===== src/sic_defines.vh =====
// Offsets, field positions and reset values of the socket status-change block.
`ifndef SIC_DEFINES_VH
`define SIC_DEFINES_VH
// ***********************************************
// Register byte addresses
// ***********************************************
`define SIC_ADDR_CTRL    4'h0
`define SIC_ADDR_FLAGS   4'h4
`define SIC_ADDR_CFG     4'h8
// ***********************************************
// Control register fields
// ***********************************************
`define SIC_CTL_RING     7
`define SIC_CTL_RESET    6
`define SIC_CTL_KIND     5
`define SIC_CTL_ROUTE    4
`define SIC_CTL_SEL_HI   3
`define SIC_CTL_SEL_LO   0
`define SIC_CTL_RST_VAL  8'h00
// ***********************************************
// Flag register fields
// ***********************************************
`define SIC_FLG_DETECT   3
`define SIC_FLG_READY    2
`define SIC_FLG_BATLOW   1
`define SIC_FLG_BATTERY_DEAD_FLAG  0
`define SIC_FLG_RST_VAL  4'h0
// ***********************************************
// Configuration register fields
// ***********************************************
`define SIC_CFG_ENA_HI   3
`define SIC_CFG_ENA_LO   0
`define SIC_CFG_SEL_HI   7
`define SIC_CFG_SEL_LO   4
`define SIC_CFG_DIAG     8
`define SIC_CFG_W1C      9
`define SIC_CFG_PME      10
`define SIC_CFG_WIDTH    11
`define SIC_CFG_RST_VAL  11'h000
`define SIC_SEL_NONE     4'h0
`endif


===== src/sic_socket_irq.v =====
// Socket interrupt control and card status-change flags behind an Avalon-MM slave.
`timescale 1ns/1ns
`include "sic_defines.vh"

module sic_socket_irq
(
  // Clock and reset.
  input  wire        mclk,
  input  wire        resetn,
  // Avalon-MM register slave.
  input  wire [3:0]  avsAddress,
  input  wire        avsRead,
  input  wire        avsWrite,
  input  wire [31:0] avsWriteData,
  input  wire [3:0]  avsByteEnable,
  output wire [31:0] avsReadData,
  output wire        avsWaitRequest,
  // System reset pins, active high.
  input  wire        globalResetPin,
  input  wire        busResetPin,
  // Card socket inputs.
  input  wire        cardDetectOneN,
  input  wire        cardDetectTwoN,
  input  wire        cardReady,
  input  wire        batteryVoltageOne,
  input  wire        batteryVoltageTwo,
  input  wire        cardStatusLineN,
  input  wire        cardIrqN,
  // Card and interrupt outputs.
  output wire        cardResetOut,
  output wire        changeIrqPci,
  output wire [15:0] changeIrqLines,
  output wire [15:0] funcIrqLines
);

  // ***********************************************
  // Storage
  // ***********************************************
  reg  [7:0]                ctrl_ff;      // Interrupt and general control.
  reg  [3:0]                flags_ff;     // Sticky status-change flags.
  reg  [`SIC_CFG_WIDTH-1:0] cfg_ff;       // Enables, routing and clear mode.
  reg                       wait_ff;      // Waitrequest, high when idle.
  reg  [31:0]               rdData_ff;    // Captured read data.
  reg  [1:0]                detPrev_ff;   // Last card detect levels.
  reg                       rdyPrev_ff;   // Last ready level.
  reg                       lowPrev_ff;   // Last battery-low condition.
  reg                       cardRst_ff;   // Card reset drive.
  reg                       irqPci_ff;    // Change interrupt to PCI.
  reg  [15:0]               irqLines_ff;  // Change interrupt to IRQ/SMI.
  reg  [15:0]               funcLines_ff; // Card functional interrupt lines.

  // Decoded controls.
  wire       ringEna   = ctrl_ff[`SIC_CTL_RING];
  wire       ioCard    = ctrl_ff[`SIC_CTL_KIND];
  wire [3:0] funcSel   = ctrl_ff[`SIC_CTL_SEL_HI:`SIC_CTL_SEL_LO];
  wire [3:0] srcEna    = cfg_ff[`SIC_CFG_ENA_HI:`SIC_CFG_ENA_LO];
  wire [3:0] chgSel    = cfg_ff[`SIC_CFG_SEL_HI:`SIC_CFG_SEL_LO];
  wire       diagRoute = cfg_ff[`SIC_CFG_DIAG];
  wire       w1cMode   = cfg_ff[`SIC_CFG_W1C];
  wire       pmeEna    = cfg_ff[`SIC_CFG_PME];

  // ***********************************************
  // Reset scopes
  // ***********************************************
  // Context state survives a bus reset while power management is enabled,
  // so that a wake event is not lost across the bus reset.
  wire ctxClear = globalResetPin | (~pmeEna & busResetPin);
  wire anyClear = globalResetPin | busResetPin;

  // ***********************************************
  // Bus decode
  // ***********************************************
  // A request commits on the edge where waitrequest is seen low.
  wire       commit  = ~wait_ff;
  wire       wrDo    = commit & avsWrite & avsByteEnable[0];
  wire       wrDoHi  = commit & avsWrite & avsByteEnable[1];
  wire       rdDo    = commit & avsRead;
  wire       selCtrl = (avsAddress == `SIC_ADDR_CTRL);
  wire       selFlg  = (avsAddress == `SIC_ADDR_FLAGS);
  wire       selCfg  = (avsAddress == `SIC_ADDR_CFG);

  // ***********************************************
  // Event detection
  // ***********************************************
  // Sources are gated by their enables so a masked source never sets.
  wire [3:0] evt;
  wire       lowNow = batteryVoltageOne & ~batteryVoltageTwo;
  assign evt[`SIC_FLG_DETECT] =
    ({cardDetectTwoN, cardDetectOneN} != detPrev_ff);
  assign evt[`SIC_FLG_READY] = ~ioCard & cardReady & ~rdyPrev_ff;
  assign evt[`SIC_FLG_BATLOW] = ~ioCard & lowNow & ~lowPrev_ff;
  // The status line shares the ring pin; in ring mode it is the ring.
  assign evt[`SIC_FLG_BATTERY_DEAD_FLAG] = ~cardStatusLineN;
  wire [3:0] setEvt = evt & srcEna;

  // Visible flags: masked and card-kind gated bits always read zero.
  reg  [3:0] flagView;
  always @*
  begin
    flagView = flags_ff & srcEna;
    if (ioCard)
    begin
      // Ready and battery-low flags have no meaning for IO cards.
      flagView[`SIC_FLG_READY]  = 1'b0;
      flagView[`SIC_FLG_BATLOW] = 1'b0;
    end
    if (ringEna)
    begin
      // Ring mode shows the live ring line rather than a latch.
      flagView[`SIC_FLG_BATTERY_DEAD_FLAG] = srcEna[`SIC_FLG_BATTERY_DEAD_FLAG] &
                                   ~cardStatusLineN;
    end
  end

  // Clear mask: read-clear or write-one-clear, never both.
  reg  [3:0] clrMask;
  always @*
  begin
    clrMask = 4'h0;
    if (selFlg)
    begin
      if (w1cMode)
      begin
        if (wrDo)
        begin
          clrMask = avsWriteData[3:0];
        end
      end
      else if (rdDo)
      begin
        clrMask = 4'hF;
      end
    end
  end

  // ***********************************************
  // Flags and edge history
  // ***********************************************
  // A set arriving with a clear wins so no event is lost.
  wire [3:0] nxt_flags = (flags_ff & ~clrMask) | setEvt;

  always @(posedge mclk)
  begin
    if (!resetn || ctxClear)
    begin
      flags_ff <= `SIC_FLG_RST_VAL;
    end
    else
    begin
      flags_ff <= nxt_flags;
    end
  end

  // History for edge detection.
  always @(posedge mclk)
  begin
    if (!resetn)
    begin
      detPrev_ff <= 2'h3;
      rdyPrev_ff <= 1'b0;
      lowPrev_ff <= 1'b0;
    end
    else
    begin
      detPrev_ff <= {cardDetectTwoN, cardDetectOneN};
      rdyPrev_ff <= cardReady;
      lowPrev_ff <= lowNow;
    end
  end

  // ***********************************************
  // Control and configuration registers
  // ***********************************************
  // Reset and kind bits use the context scope; the rest any reset.
  always @(posedge mclk)
  begin
    if (!resetn)
    begin
      ctrl_ff <= `SIC_CTL_RST_VAL;
    end
    else
    begin
      if (ctxClear)
      begin
        ctrl_ff[`SIC_CTL_RESET] <= 1'b0;
        ctrl_ff[`SIC_CTL_KIND]  <= 1'b0;
      end
      else if (wrDo && selCtrl)
      begin
        ctrl_ff[`SIC_CTL_RESET] <= avsWriteData[`SIC_CTL_RESET];
        ctrl_ff[`SIC_CTL_KIND]  <= avsWriteData[`SIC_CTL_KIND];
      end
      if (anyClear)
      begin
        ctrl_ff[`SIC_CTL_RING]  <= 1'b0;
        ctrl_ff[`SIC_CTL_ROUTE] <= 1'b0;
        ctrl_ff[3:0]            <= 4'h0;
      end
      else if (wrDo && selCtrl)
      begin
        ctrl_ff[`SIC_CTL_RING]  <= avsWriteData[`SIC_CTL_RING];
        ctrl_ff[`SIC_CTL_ROUTE] <= avsWriteData[`SIC_CTL_ROUTE];
        ctrl_ff[3:0]            <= avsWriteData[3:0];
      end
    end
  end

  // The power-management enable itself is held across bus reset.
  always @(posedge mclk)
  begin
    if (!resetn)
    begin
      cfg_ff <= `SIC_CFG_RST_VAL;
    end
    else
    begin
      if (globalResetPin)
      begin
        cfg_ff[`SIC_CFG_PME] <= 1'b0;
      end
      else if (wrDoHi && selCfg)
      begin
        cfg_ff[`SIC_CFG_PME] <= avsWriteData[`SIC_CFG_PME];
      end
      if (anyClear)
      begin
        cfg_ff[9:0] <= 10'h000;
      end
      else
      begin
        if (wrDo && selCfg)
        begin
          cfg_ff[7:0] <= avsWriteData[7:0];
        end
        if (wrDoHi && selCfg)
        begin
          cfg_ff[9:8] <= avsWriteData[9:8];
        end
      end
    end
  end

  // ***********************************************
  // Avalon-MM handshake
  // ***********************************************
  // Every access costs one wait state; this keeps read data and the
  // clear-on-read side effect on registered, glitch-free paths.
  reg  [31:0] rdMux;
  always @*
  begin
    rdMux = 32'h0000_0000;
    if (selCtrl)
    begin
      rdMux[7:0] = ctrl_ff;
    end
    else if (selFlg)
    begin
      rdMux[3:0] = flagView;
    end
    else if (selCfg)
    begin
      rdMux[`SIC_CFG_WIDTH-1:0] = cfg_ff;
    end
  end

  always @(posedge mclk)
  begin
    if (!resetn)
    begin
      wait_ff   <= 1'b1;
      rdData_ff <= 32'h0000_0000;
    end
    else
    begin
      wait_ff <= ~((avsRead | avsWrite) & wait_ff);
      if (avsRead && wait_ff)
      begin
        rdData_ff <= rdMux;
      end
    end
  end

  // ***********************************************
  // Interrupt routing
  // ***********************************************
  // Interrupt level stays high while any visible flag is set.
  wire pending = |flagView;
  // Diagnostic routing overrides the legacy route bit.
  wire toPci = diagRoute ? (chgSel == `SIC_SEL_NONE)
             : (ctrl_ff[`SIC_CTL_ROUTE] |
                (funcSel == `SIC_SEL_NONE));
  wire [3:0] isaSel = chgSel;

  always @(posedge mclk)
  begin
    if (!resetn)
    begin
      irqPci_ff  <= 1'b0;
      cardRst_ff <= 1'b1;
    end
    else
    begin
      irqPci_ff  <= pending & toPci;
      cardRst_ff <= ~ctrl_ff[`SIC_CTL_RESET];
    end
  end

  // One line per code; code zero drives nothing and code 2 is SMI.
  genvar gi;
  generate
    for (gi = 0; gi < 16; gi = gi + 1)
    begin : gLine
      // Select code that owns this line, held at the field's own width.
      localparam [3:0] LINE_CODE = gi;
      always @(posedge mclk)
      begin
        if (!resetn)
        begin
          irqLines_ff[gi]  <= 1'b0;
          funcLines_ff[gi] <= 1'b0;
        end
        else
        begin
          irqLines_ff[gi]  <= (gi != 0) & pending & ~toPci &
                              (isaSel == LINE_CODE);
          funcLines_ff[gi] <= (gi != 0) & ioCard & ~cardIrqN &
                              (funcSel == LINE_CODE);
        end
      end
    end
  endgenerate

  // ***********************************************
  // Outputs
  // ***********************************************
  assign avsReadData    = rdData_ff;
  assign avsWaitRequest = wait_ff;
  assign cardResetOut   = cardRst_ff;
  assign changeIrqPci   = irqPci_ff;
  assign changeIrqLines = irqLines_ff;
  assign funcIrqLines   = funcLines_ff;

endmodule


===== config.mk =====
export PLATFORM = sky130hd
export DESIGN_NAME = sic_socket_irq
export DESIGN_NICKNAME = d
export VERILOG_FILES = /design/src/sic_socket_irq.v
export VERILOG_INCLUDE_DIRS = /design/src /design/src/src
export SDC_FILE = /design/constraint.sdc
export NUM_CORES = 1
export LEC_CHECK = 0
export BUFFER_PORTS_ARGS = -buffer_cell sky130_fd_sc_hd__clkbuf_2
export CAP_MARGIN = 20
export CORE_ASPECT_RATIO = 1.5
export CORE_UTILIZATION = 47
export CTS_CLUSTER_DIAMETER = 100
export DETAILED_ROUTE_END_ITERATION = 6
export PLACE_DENSITY = 0.79
export SETUP_SLACK_MARGIN = 0.15
export SLEW_MARGIN = 20
export SYNTH_ARGS = -nofsm -noshare
export SYNTH_HDL_FRONTEND = slang
export SYNTH_SLANG_ARGS = --single-unit
export TNS_END_PERCENT = 100

===== constraint.sdc =====
create_clock -name mclk -period 2.1 [get_ports mclk]
set_clock_uncertainty 0.2 [all_clocks]
set_input_delay 0.42 -clock mclk [delete_from_list [all_inputs] [get_ports mclk]]
set_output_delay 0.42 -clock mclk [all_outputs]
set_load 0.01 [all_outputs]

* After elaboration in Yosys (flattened, before gate mapping)
Cells that the tools add are included.
** Operators by class
- Reductions and logical operators :: 13
- Eq/ne operators :: 33
- Muxes and demuxes :: 12
- Bitwise gates (word level) :: 66
** Operators with widths (number)
- $eq A4 B4 Y1 const B :: 17
- $and A1 B1 Y1 :: 45
- $eq A4 B3 Y1 const B :: 9
- $mux W4 :: 5
- $eq A4 B2 Y1 const B :: 4
- $and A4 B4 Y4 :: 3
- $logic_not A4 Y1 :: 3
- $not A1 Y1 :: 12
- $mux W11 :: 1
- $eq A4 B1 Y1 const B :: 2
- $mux W8 :: 1
- $mux W7 :: 1
- $reduce_or A2 Y1 :: 3
- $logic_and A1 B1 Y1 :: 4
- $not A4 Y4 :: 1
- $or A1 B1 Y1 :: 4
- $or A4 B4 Y4 :: 1
- $reduce_or A4 Y1 :: 1
- $mux W3 :: 1
- $mux W1 :: 2
- $mux W2 :: 1
- $ne A2 B2 Y1 :: 1
- $logic_not A1 Y1 :: 1
- $logic_or A1 B1 Y1 :: 1
** Word-level totals
- Register bits :: 71
- Word-level logic and storage cells :: 167
- Output and inout bits :: 67

* Longest topological paths before layout
Gate-level depths: netlist of the first run.
- Depth after elaboration :: 9
- Depth in mapped cells :: 6
- Mapped depth without buffers :: 4

* Least setup slack after synthesis of the first run
OpenSTA, ideal clock, no wires.
- Path kind :: input port to flip-flop
- From :: input port avsAddress[3]
- To :: register ctrl_ff[5]
- Buffers on the path :: 1
- Setup time :: 0.118 ns
- Arrival time :: 1.348 ns
- Stages :: 5
- Setup slack :: 0.434 ns
- Data required time :: 1.782 ns
- Cell sequence :: nor4_4 -> and2_1 -> buf_6 -> mux2i_1 -> nor2_1
** Between the ends
- Cells in the longest elaborated chain, start to end :: 2
** RTL lines
- start: declaration :: RTL line sic_socket_irq.v:11 : input wire [3:0] avsAddress,
- $logic_not A4 Y1 (no line)
- $logic_and A1 B1 Y1 :: RTL line sic_socket_irq.v:188 : else if (wrDo && selCtrl)
- end signal: indexed assignment :: RTL line sic_socket_irq.v:190 : ctrl_ff[`SIC_CTL_RESET] <= avsWriteData[`SIC_CTL_RESET];
- end signal: indexed assignment :: RTL line sic_socket_irq.v:191 : ctrl_ff[`SIC_CTL_KIND] <= avsWriteData[`SIC_CTL_KIND];
- end signal: indexed assignment :: RTL line sic_socket_irq.v:201 : ctrl_ff[`SIC_CTL_RING] <= avsWriteData[`SIC_CTL_RING];
- end: declaration :: RTL line sic_socket_irq.v:39 : reg [7:0] ctrl_ff;
Every way passes these cells.
A chain may end at the register's enable or synchronous reset.

* Worst setup path after layout of the first run
- From :: register ctrl_ff[1]
- To :: register irqLines_ff[5], in the netlist changeIrqLines[5]
** Between the ends
- Cells in the longest elaborated chain, start to end :: 6
** RTL lines
- start signal: assignment :: RTL line sic_socket_irq.v:179 : ctrl_ff <= `SIC_CTL_RST_VAL;
- start signal: indexed assignment :: RTL line sic_socket_irq.v:190
- start signal: indexed assignment :: RTL line sic_socket_irq.v:191
- $logic_not A4 Y1
- $or A1 B1 Y1 :: RTL line sic_socket_irq.v:290 : : (ctrl_ff[`SIC_CTL_ROUTE] |
- $mux W1 :: RTL line sic_socket_irq.v:289 : wire toPci = diagRoute ? (chgSel == `SIC_SEL_NONE)
- $not A1 Y1 :: RTL line sic_socket_irq.v:324 : irqLines_ff[gi] <= (gi != 0) & pending & ~toPci &
- $and A1 B1 Y1 (2 in a row) :: RTL line sic_socket_irq.v:324
- end signal: indexed assignment :: RTL line sic_socket_irq.v:324
- end: declaration :: RTL line sic_socket_irq.v:49 : reg [15:0] irqLines_ff;
Every way passes these cells.

==> metrics.txt, run 1 <==
# TYPE chip_impl_metric gauge
chip_impl_metric{name="global_route_total_overflow",unit=""} 0
chip_impl_info{name="cts.root.buffer_cell",value="clkbuf_8"} 1
chip_impl_metric{name="routabilityCongestion",unit=""} 0.828
chip_impl_metric{name="wirelength_met1",unit="mm"} 2.49
chip_impl_metric{name="vias",unit=""} 2279
chip_impl_metric{name="boundaryPins",unit=""} 120
chip_impl_metric{name="start_util",unit="%"} 48.9
chip_impl_metric{name="switching_share",unit="%"} 20.2
chip_impl_metric{name="cts.clk_slew.worst_paths",unit="ns"} 0.08
chip_impl_info{name="crit_path_cell_trace",value="nor4_1, o21bai_1, nand2_2, nor4_1"} 1
chip_impl_metric{name="hold_buffers",unit=""} 0
chip_impl_info{name="startpoint_type",value="flip-flop"} 1
chip_impl_info{name="cpMostUsedCell",value="nor4_1"} 1
chip_impl_info{name="critPathCaptureType",value="flip-flop"} 1
chip_impl_info{name="synth.top_cells.by_area",value="dfxtp_1 (50%), mux2i_1 (7.1%), buf_4 (6.4%)"} 1
chip_impl_metric{name="number_of_cells_on_the_worst_hold_path",unit=""} 2
chip_impl_metric{name="route.detailed.wl_per_inst",unit="um"} 13.9
chip_impl_metric{name="die_width",unit="um"} 65.4
chip_impl_metric{name="fp.dieArea",unit="um^2"} 6350
chip_impl_metric{name="maxClockFrequency",unit="GHz"} 0.576
chip_impl_metric{name="drive_above_1_share",unit="%"} 28.1
chip_impl_metric{name="tns",unit="ns"} 0
chip_impl_metric{name="worst_slew_margin",unit="%"} 62.9
chip_impl_metric{name="insertion_delay",unit="ns"} 0.35
chip_impl_metric{name="drc",unit=""} 0
chip_impl_metric{name="postSynthRegisterBits",unit=""} 71
chip_impl_metric{name="ys_warn_count",unit=""} 0
chip_impl_metric{name="report.final.setup_viol",unit=""} 0
chip_impl_metric{name="r2r_cells",unit=""} 4
chip_impl_metric{name="cts_made_buffers",unit=""} 9
chip_impl_metric{name="antenna_violating_nets_post_route",unit=""} 0
chip_impl_info{name="cts_tree",value="yes"} 1
chip_impl_metric{name="ys_async_sr_fraction",unit="%"} 0
chip_impl_metric{name="p_int",unit="W"} 0.00236
chip_impl_metric{name="detailed_route_wirelength_on_metal2",unit="mm"} 3.21
chip_impl_metric{name="synth_area",unit="um^2"} 2830
chip_impl_metric{name="hpwl",unit="mm"} 4.54
chip_impl_metric{name="clock_sink_count",unit=""} 71
chip_impl_info{name="ys_dominant_reg_cell",value="dfxtp_1"} 1
chip_impl_metric{name="fin_nets",unit=""} 422
chip_impl_metric{name="first_pass_iters",unit=""} 4
chip_impl_metric{name="portBuffers",unit=""} 73
chip_impl_metric{name="power.clock.fraction",unit="%"} 48.5
chip_impl_metric{name="rows",unit=""} 34
chip_impl_info{name="outcome",value="complete, no violations"} 1
chip_impl_metric{name="netlist-cell-type-count",unit=""} 48
chip_impl_metric{name="initial_antenna_violation_count",unit=""} 0
chip_impl_metric{name="cts-htree-levels",unit=""} 3
chip_impl_metric{name="routed-wl-met3",unit="um"} 364
chip_impl_metric{name="clock_path_buffers",unit=""} 2
chip_impl_metric{name="grtUsageTotal",unit="%"} 20.8
chip_impl_metric{name="timing.critical_path.required",unit="ns"} 2.15
chip_impl_metric{name="post-synth-top-area-fraction",unit="%"} 50.2
chip_impl_info{name="yosys.area.top_type",value="dfxtp_1"} 1
chip_impl_metric{name="share_seq_of_total_power",unit="%"} 46.4
chip_impl_metric{name="wl",unit="mm"} 6.20
chip_impl_metric{name="p_per_area",unit="nW/um^2"} 862
chip_impl_metric{name="cap_violations",unit=""} 0
chip_impl_metric{name="global_route_wire_length_before_repair",unit="mm"} 9.86
chip_impl_metric{name="vdd_ir_drop_max",unit="uV"} 460
chip_impl_metric{name="synthCells",unit=""} 291
chip_impl_metric{name="diodes",unit=""} 0
chip_impl_metric{name="final_period_minus_worst_setup_slack",unit="ns"} 1.74
chip_impl_metric{name="switching_power_summed_over_all_nets",unit="W"} 0.000596
chip_impl_metric{name="syn-mean-instance-area",unit="um^2"} 9.73
chip_impl_metric{name="post-route-util",unit="%"} 59.3
chip_impl_metric{name="hold_viol_final",unit=""} 0
chip_impl_metric{name="power.share.combinational",unit="%"} 5.1
chip_impl_metric{name="detail_route.iter0.violations",unit=""} 159
chip_impl_metric{name="cpPeakStageDelay",unit="ns"} 0.52
chip_impl_metric{name="synth_enable_flop_cells",unit=""} 0
chip_impl_metric{name="synthToLayoutAreaGrowth",unit="%"} 21.2
chip_impl_metric{name="synth-seq-area-share",unit="%"} 50.2
chip_impl_metric{name="first_global_vias",unit=""} 2099
chip_impl_info{name="crit_path_top_delay_cell",value="dfxtp_1"} 1
chip_impl_info{name="holdCritPathClass",value="in2reg"} 1
chip_impl_metric{name="core_area",unit="um^2"} 5790
chip_impl_info{name="grt_setup_unrepaired",value="false"} 1
chip_impl_info{name="top_layer_used",value="met4"} 1
chip_impl_metric{name="die_height",unit="um"} 97.1
chip_impl_metric{name="crit_fanout",unit=""} 14
chip_impl_metric{name="fin_crit_sh",unit="%"} 82.7
chip_impl_metric{name="critPathArrivalTime",unit="ns"} 1.79
chip_impl_metric{name="maxSlewViolCount",unit=""} 0
chip_impl_metric{name="vias_per_cell",unit=""} 5.11
chip_impl_info{name="critical_path_class",value="reg2reg"} 1
chip_impl_metric{name="grt_start_max_net_pins",unit=""} 17
chip_impl_metric{name="power_leakage",unit="nW"} 1.38
chip_impl_metric{name="tightest_slew",unit="ns"} 0.557
-- logic make-up after synthesis --
logic type / synth area share, %
AO/OA/AOI/OAI: 9.72
buffers and inverters: 9.99
other: 0.132
flip-flops: 50.2
AND/OR/NAND/NOR: 22.3
multiplexers: 7.07
XOR/XNOR: 0.619
-- routing by layer --
metal	vias up	GRT usage, %
met5	-	0
li1	1132	-
met1	1044	23.3
met4	0	11.5
met2	90	35.7
met3	13	3.99
-- registers in the layout, summed over array words and instances, names as in the netlist, 2 cells and up --
signal / cells
ctrl_ff: 8
detPrev_ff: 2
funcIrqLines: 15
changeIrqLines: 15
flags_ff: 4
avsReadData: 11
cfg_ff: 11
-- power groups by stage --
stage	combinational (W)	clock (W)	sequential (W)
after detailed placement	0.000150	0	0.00140
after global routing	0.000164	0.00151	0.00137
after CTS	0.000151	0.00145	0.00137
final	0.000152	0.00143	0.00137
after global placement	0.000147	0	0.00140
after floorplan	0.000101	0	0.00141
-- worst max-delay path: cells and delay by family, from the launching register on --
family           cells  cell delay, ns
flip-flops           1            0.52
AND/OR/NAND/NOR      3            0.67
AO/OA/AOI/OAI        1            0.25
-- path summary, 6_finish.rpt --
path,start,end,slack (ns)
min,batteryVoltageTwo,lowPrev_ff,0.04
min reg2reg,ctrl_ff[6],cardResetOut,0.21
max reg2reg,ctrl_ff[1],changeIrqLines[5],0.36
max,ctrl_ff[1],changeIrqLines[5],0.36
-- stage by stage --
| step | setup slack (ns) | cells | instance area (um^2) | hold slack [ns] | total power [W] |
|---|---|---|---|---|---|
| floorplan | 0.434 | 313 | 2910 | 0.170 | 0.00151 |
| global placement | 0.157 | 430 | 3160 | 0.190 | 0.00155 |
| detailed placement | 0.151 | 430 | 3160 | 0.196 | 0.00155 |
| CTS | 0.291 | 446 | 3430 | 0.0304 | 0.00297 |
| global route | 0.273 | 446 | 3430 | 0.0463 | 0.00305 |
| finish | 0.362 | 446 | 3430 | 0.0353 | 0.00296 |
-- cells in the mapped netlist, types with 2 or more instances --
cell      number
mux2i_1       20
buf_2          6
a31oi_1        2
o211ai_1       3
a21oi_1       12
nor2b_1        4
o21ai_1        3
a221oi_1       5
or3_1          2
and2_1         3
clkbuf_1       2
or2_2          2
dfxtp_1       71
nor3_1         4
nand2_1       15
a21boi_0       3
buf_6          3
nor2_1        41
nor4_1        15
nand3_1        5
inv_1          2
xor2_1         2
buf_4         24
o21ai_0       10
nand3b_1       2
nand2b_1       8
-- layout make-up --
| class | instances | area [um^2] |
|---|---|---|
| clock inverters | 5 | 129 |
| clock buffers | 11 | 141 |
| multi-input cells | 203 | 1210 |
| well taps | 72 | 90.1 |
| inverters | 3 | 11.3 |
| flip-flops and latches | 71 | 1420 |
| fillers | 542 | 2350 |
| repair buffers | 81 | 425 |
-- timing repair --
item | in CTS | in global routing
resized for setup | 0 | 1
setup buffers | 0 | 0
setup endpoints to repair | 0 | 2
-- cell usage in the layout (no fill, tap or decap), types with 3 or more instances in the layout --
master and count:
clkbuf_2 73, dfxtp_1 71, nor2_1 41, conb_1 23, mux2i_1 20, nor4_1 15
nand2_1 14, a21oi_1 12, o21ai_0 10, clkbuf_8 10, nand2b_1 8, buf_4 8
nand3_1 5, a221oi_1 5, nor2b_1 4, nor3_1 4, bufinv_16 4, and2_1 3
o21ai_1 3, a21boi_0 3, o211ai_1 3
No activity file was read; power rests on OpenSTA's default activity.
==> run 2: changes to the inputs <==
==> constraint.sdc (replaced) <==
create_clock -name mclk -period 1.75 [get_ports mclk]
set_clock_uncertainty 0.2 [all_clocks]
set_input_delay 0.35 -clock mclk [delete_from_list [all_inputs] [get_ports mclk]]
set_output_delay 0.35 -clock mclk [all_outputs]
set_load 0.01 [all_outputs]
==> metrics.txt, run 2 (same netlist as run 1, synthesis figures left out) <==
# TYPE chip_impl_metric gauge
chip_impl_metric{name="global_route_total_overflow",unit=""} 0
chip_impl_info{name="path_delay_family",value="simple AND/OR/NAND/NOR gates"} 1
chip_impl_metric{name="start_util",unit="%"} 48.9
chip_impl_info{name="most_common_library_cell_in_the_layout_ignoring_fill_and_taps",value="clkbuf_2"} 1
chip_impl_metric{name="switching_power_summed_over_all_nets",unit="W"} 0.000695
chip_impl_info{name="mostFrequentLayoutCells",value="clkbuf_2 (73), dfxtp_1 (68), nor2_1 (41)"} 1
chip_impl_info{name="cts_tree",value="yes"} 1
chip_impl_metric{name="routabilityCongestion",unit=""} 0.824
chip_impl_metric{name="fin_nets",unit=""} 435
chip_impl_metric{name="cap_violations",unit=""} 0
chip_impl_metric{name="tns",unit="ns"} 0
chip_impl_info{name="critPathCaptureType",value="flip-flop"} 1
chip_impl_metric{name="clock_path_buffers",unit=""} 2
chip_impl_metric{name="dpl.cell_count",unit=""} 441
chip_impl_info{name="cts.root.buffer_cell",value="clkbuf_8"} 1
chip_impl_metric{name="vias_per_cell",unit=""} 5.12
chip_impl_metric{name="p_int",unit="W"} 0.00248
chip_impl_metric{name="route.detailed.wl_per_inst",unit="um"} 13.8
chip_impl_metric{name="hold_viol_final",unit=""} 0
chip_impl_info{name="critical_path_class",value="reg2reg"} 1
chip_impl_metric{name="tightest_slew",unit="ns"} 0.549
chip_impl_metric{name="die_height",unit="um"} 97.1
chip_impl_metric{name="placedInstanceArea",unit="um^2"} 3270
chip_impl_metric{name="initial_antenna_violation_count",unit=""} 0
chip_impl_info{name="holdCritPathClass",value="in2reg"} 1
chip_impl_metric{name="synthToLayoutAreaGrowth",unit="%"} 26.9
chip_impl_metric{name="first_global_vias",unit=""} 2279
chip_impl_metric{name="vias",unit=""} 2351
chip_impl_metric{name="stdcell_area",unit="um^2"} 3590
chip_impl_metric{name="num-fill-cells",unit=""} 523
chip_impl_metric{name="power_leakage",unit="nW"} 1.45
chip_impl_metric{name="core_area",unit="um^2"} 5790
chip_impl_metric{name="cpPeakStageDelay",unit="ns"} 0.47
chip_impl_metric{name="crit_fanout",unit=""} 5
chip_impl_metric{name="clock_sink_count",unit=""} 71
chip_impl_metric{name="met3_usage",unit="%"} 4.69
chip_impl_metric{name="first_pass_iters",unit=""} 4
chip_impl_metric{name="portBuffers",unit=""} 73
chip_impl_metric{name="drc",unit=""} 0
chip_impl_metric{name="global_route_wire_length_before_repair",unit="mm"} 10.1
chip_impl_metric{name="insertion_delay",unit="ns"} 0.34
chip_impl_metric{name="grtUsageMet1",unit="%"} 22.6
chip_impl_metric{name="grtUsageTotal",unit="%"} 21.0
chip_impl_metric{name="boundaryPins",unit=""} 120
chip_impl_metric{name="share_seq_of_total_power",unit="%"} 51.8
chip_impl_info{name="outcome",value="complete, no violations"} 1
chip_impl_metric{name="power.share.combinational",unit="%"} 6.1
chip_impl_metric{name="final_period_minus_worst_setup_slack",unit="ns"} 1.57
chip_impl_info{name="crit_path_cell_trace",value="buf_4, nand3b_1, or3b_1, nor3_1"} 1
chip_impl_metric{name="rows",unit=""} 34
chip_impl_metric{name="critPathArrivalTime",unit="ns"} 1.64
chip_impl_metric{name="cts.clk_slew.worst_paths",unit="ns"} 0.07
chip_impl_metric{name="fp.dieArea",unit="um^2"} 6350
chip_impl_info{name="grt_setup_unrepaired",value="true"} 1
chip_impl_metric{name="die_width",unit="um"} 65.4
chip_impl_metric{name="finalNonFillerCells",unit=""} 459
chip_impl_metric{name="cts-htree-levels",unit=""} 3
chip_impl_metric{name="hpwl",unit="mm"} 4.62
chip_impl_metric{name="worst_slew_margin",unit="%"} 63.4
chip_impl_metric{name="maxSlewViolCount",unit=""} 0
chip_impl_metric{name="detail_route.iter0.violations",unit=""} 96
chip_impl_metric{name="use_met2",unit="%"} 35.6
chip_impl_metric{name="timing.critical_path.required",unit="ns"} 1.82
chip_impl_info{name="crit_path_top_delay_cell",value="or3b_1"} 1
chip_impl_info{name="busiest_layer",value="met2"} 1
chip_impl_metric{name="cp.buffers_inverters",unit=""} 1
chip_impl_metric{name="wl",unit="mm"} 6.32
chip_impl_metric{name="hold-worst-slack",unit="ns"} 0.0143
chip_impl_metric{name="drive_above_1_share",unit="%"} 34.1
chip_impl_metric{name="diodes",unit=""} 0
chip_impl_metric{name="grt_start_max_net_pins",unit=""} 17
chip_impl_metric{name="antenna_violating_nets_post_route",unit=""} 0
chip_impl_metric{name="fin_crit_sh",unit="%"} 89.5
chip_impl_metric{name="vdd_ir_drop_max",unit="uV"} 487
chip_impl_metric{name="switching_share",unit="%"} 21.9
chip_impl_metric{name="p_per_area",unit="nW/um^2"} 885
chip_impl_metric{name="report.final.setup_viol",unit=""} 0
chip_impl_metric{name="maxClockFrequency",unit="GHz"} 0.638
chip_impl_metric{name="power.clock.fraction",unit="%"} 42.1
chip_impl_metric{name="cts_made_buffers",unit=""} 9
chip_impl_info{name="startpoint_type",value="flip-flop"} 1
## run 2: cell count changes in the layout (fill, tap and decap cells not counted), sizes merged
cell / previous run / this run
clkbuf: 84 / 86
dlygate4sd3: 0 / 2
clkinv: 1 / 2
buf: 8 / 19
bufinv: 4 / 1
## run 2: path summary, 6_finish.rpt
kind,from,endpoint,slack (ns),cells past startpoint
worst min register to register,ctrl_ff[6],cardResetOut,0.20,1
worst min-delay path,cardDetectOneN,detPrev_ff[0],0.01,2
worst max register to register,ctrl_ff[5],funcIrqLines[8],0.18,4
worst max-delay path,ctrl_ff[5],funcIrqLines[8],0.18,4
## run 2: stage by stage
step | power (W) | setup slack (ns) | utilization [%]
after floorplan | 0.00181 | 0.154 | -
after global placement | 0.00187 | -0.0592 | 56.4
after detailed placement | 0.00187 | -0.0733 | 56.4
after CTS | 0.00320 | 0.146 | 61.2
after global routing | 0.00328 | 0.120 | 62.1
final | 0.00318 | 0.184 | 62.1
## run 2: timing repair
item                                   4_1_cts  5_1_grt
hold buffers                                 2        0
endpoints found under the hold margin        2        0
setup endpoints to repair                   15       19
setup buffers                                0        0
cloned                                       0        0
gates resized for setup                      9       11
## run 2: final cells by class
| class | instances | area [um^2] | area share (%) |
|---|---|---|---|
| Clock buffer | 13 | 169 | 4.70 |
| Clock inverter | 3 | 40.0 | 1.11 |
| Inverter | 3 | 11.3 | 0.313 |
| Multi-Input combinational cell | 203 | 1300 | 36.3 |
| Sequential cell | 71 | 1430 | 39.7 |
| Tap cell | 72 | 90.1 | 2.51 |
| Timing Repair Buffer | 94 | 553 | 15.4 |
## run 2: layer usage
layer / up-vias / wire [um]
met5: - / 0
met4: 0 / 241
met1: 1064 / 2420
li1: 1158 / -
met2: 108 / 3260
met3: 21 / 398
## run 2: power groups by stage
stage / sequential (W) / clock, W / combinational, W
detailed placement: 0.00168 / 0 / 0.000189
global route: 0.00165 / 0.00142 / 0.000213
CTS: 0.00165 / 0.00136 / 0.000194
floorplan: 0.00169 / 0 / 0.000122
global placement: 0.00168 / 0 / 0.000186
finish: 0.00165 / 0.00134 / 0.000195
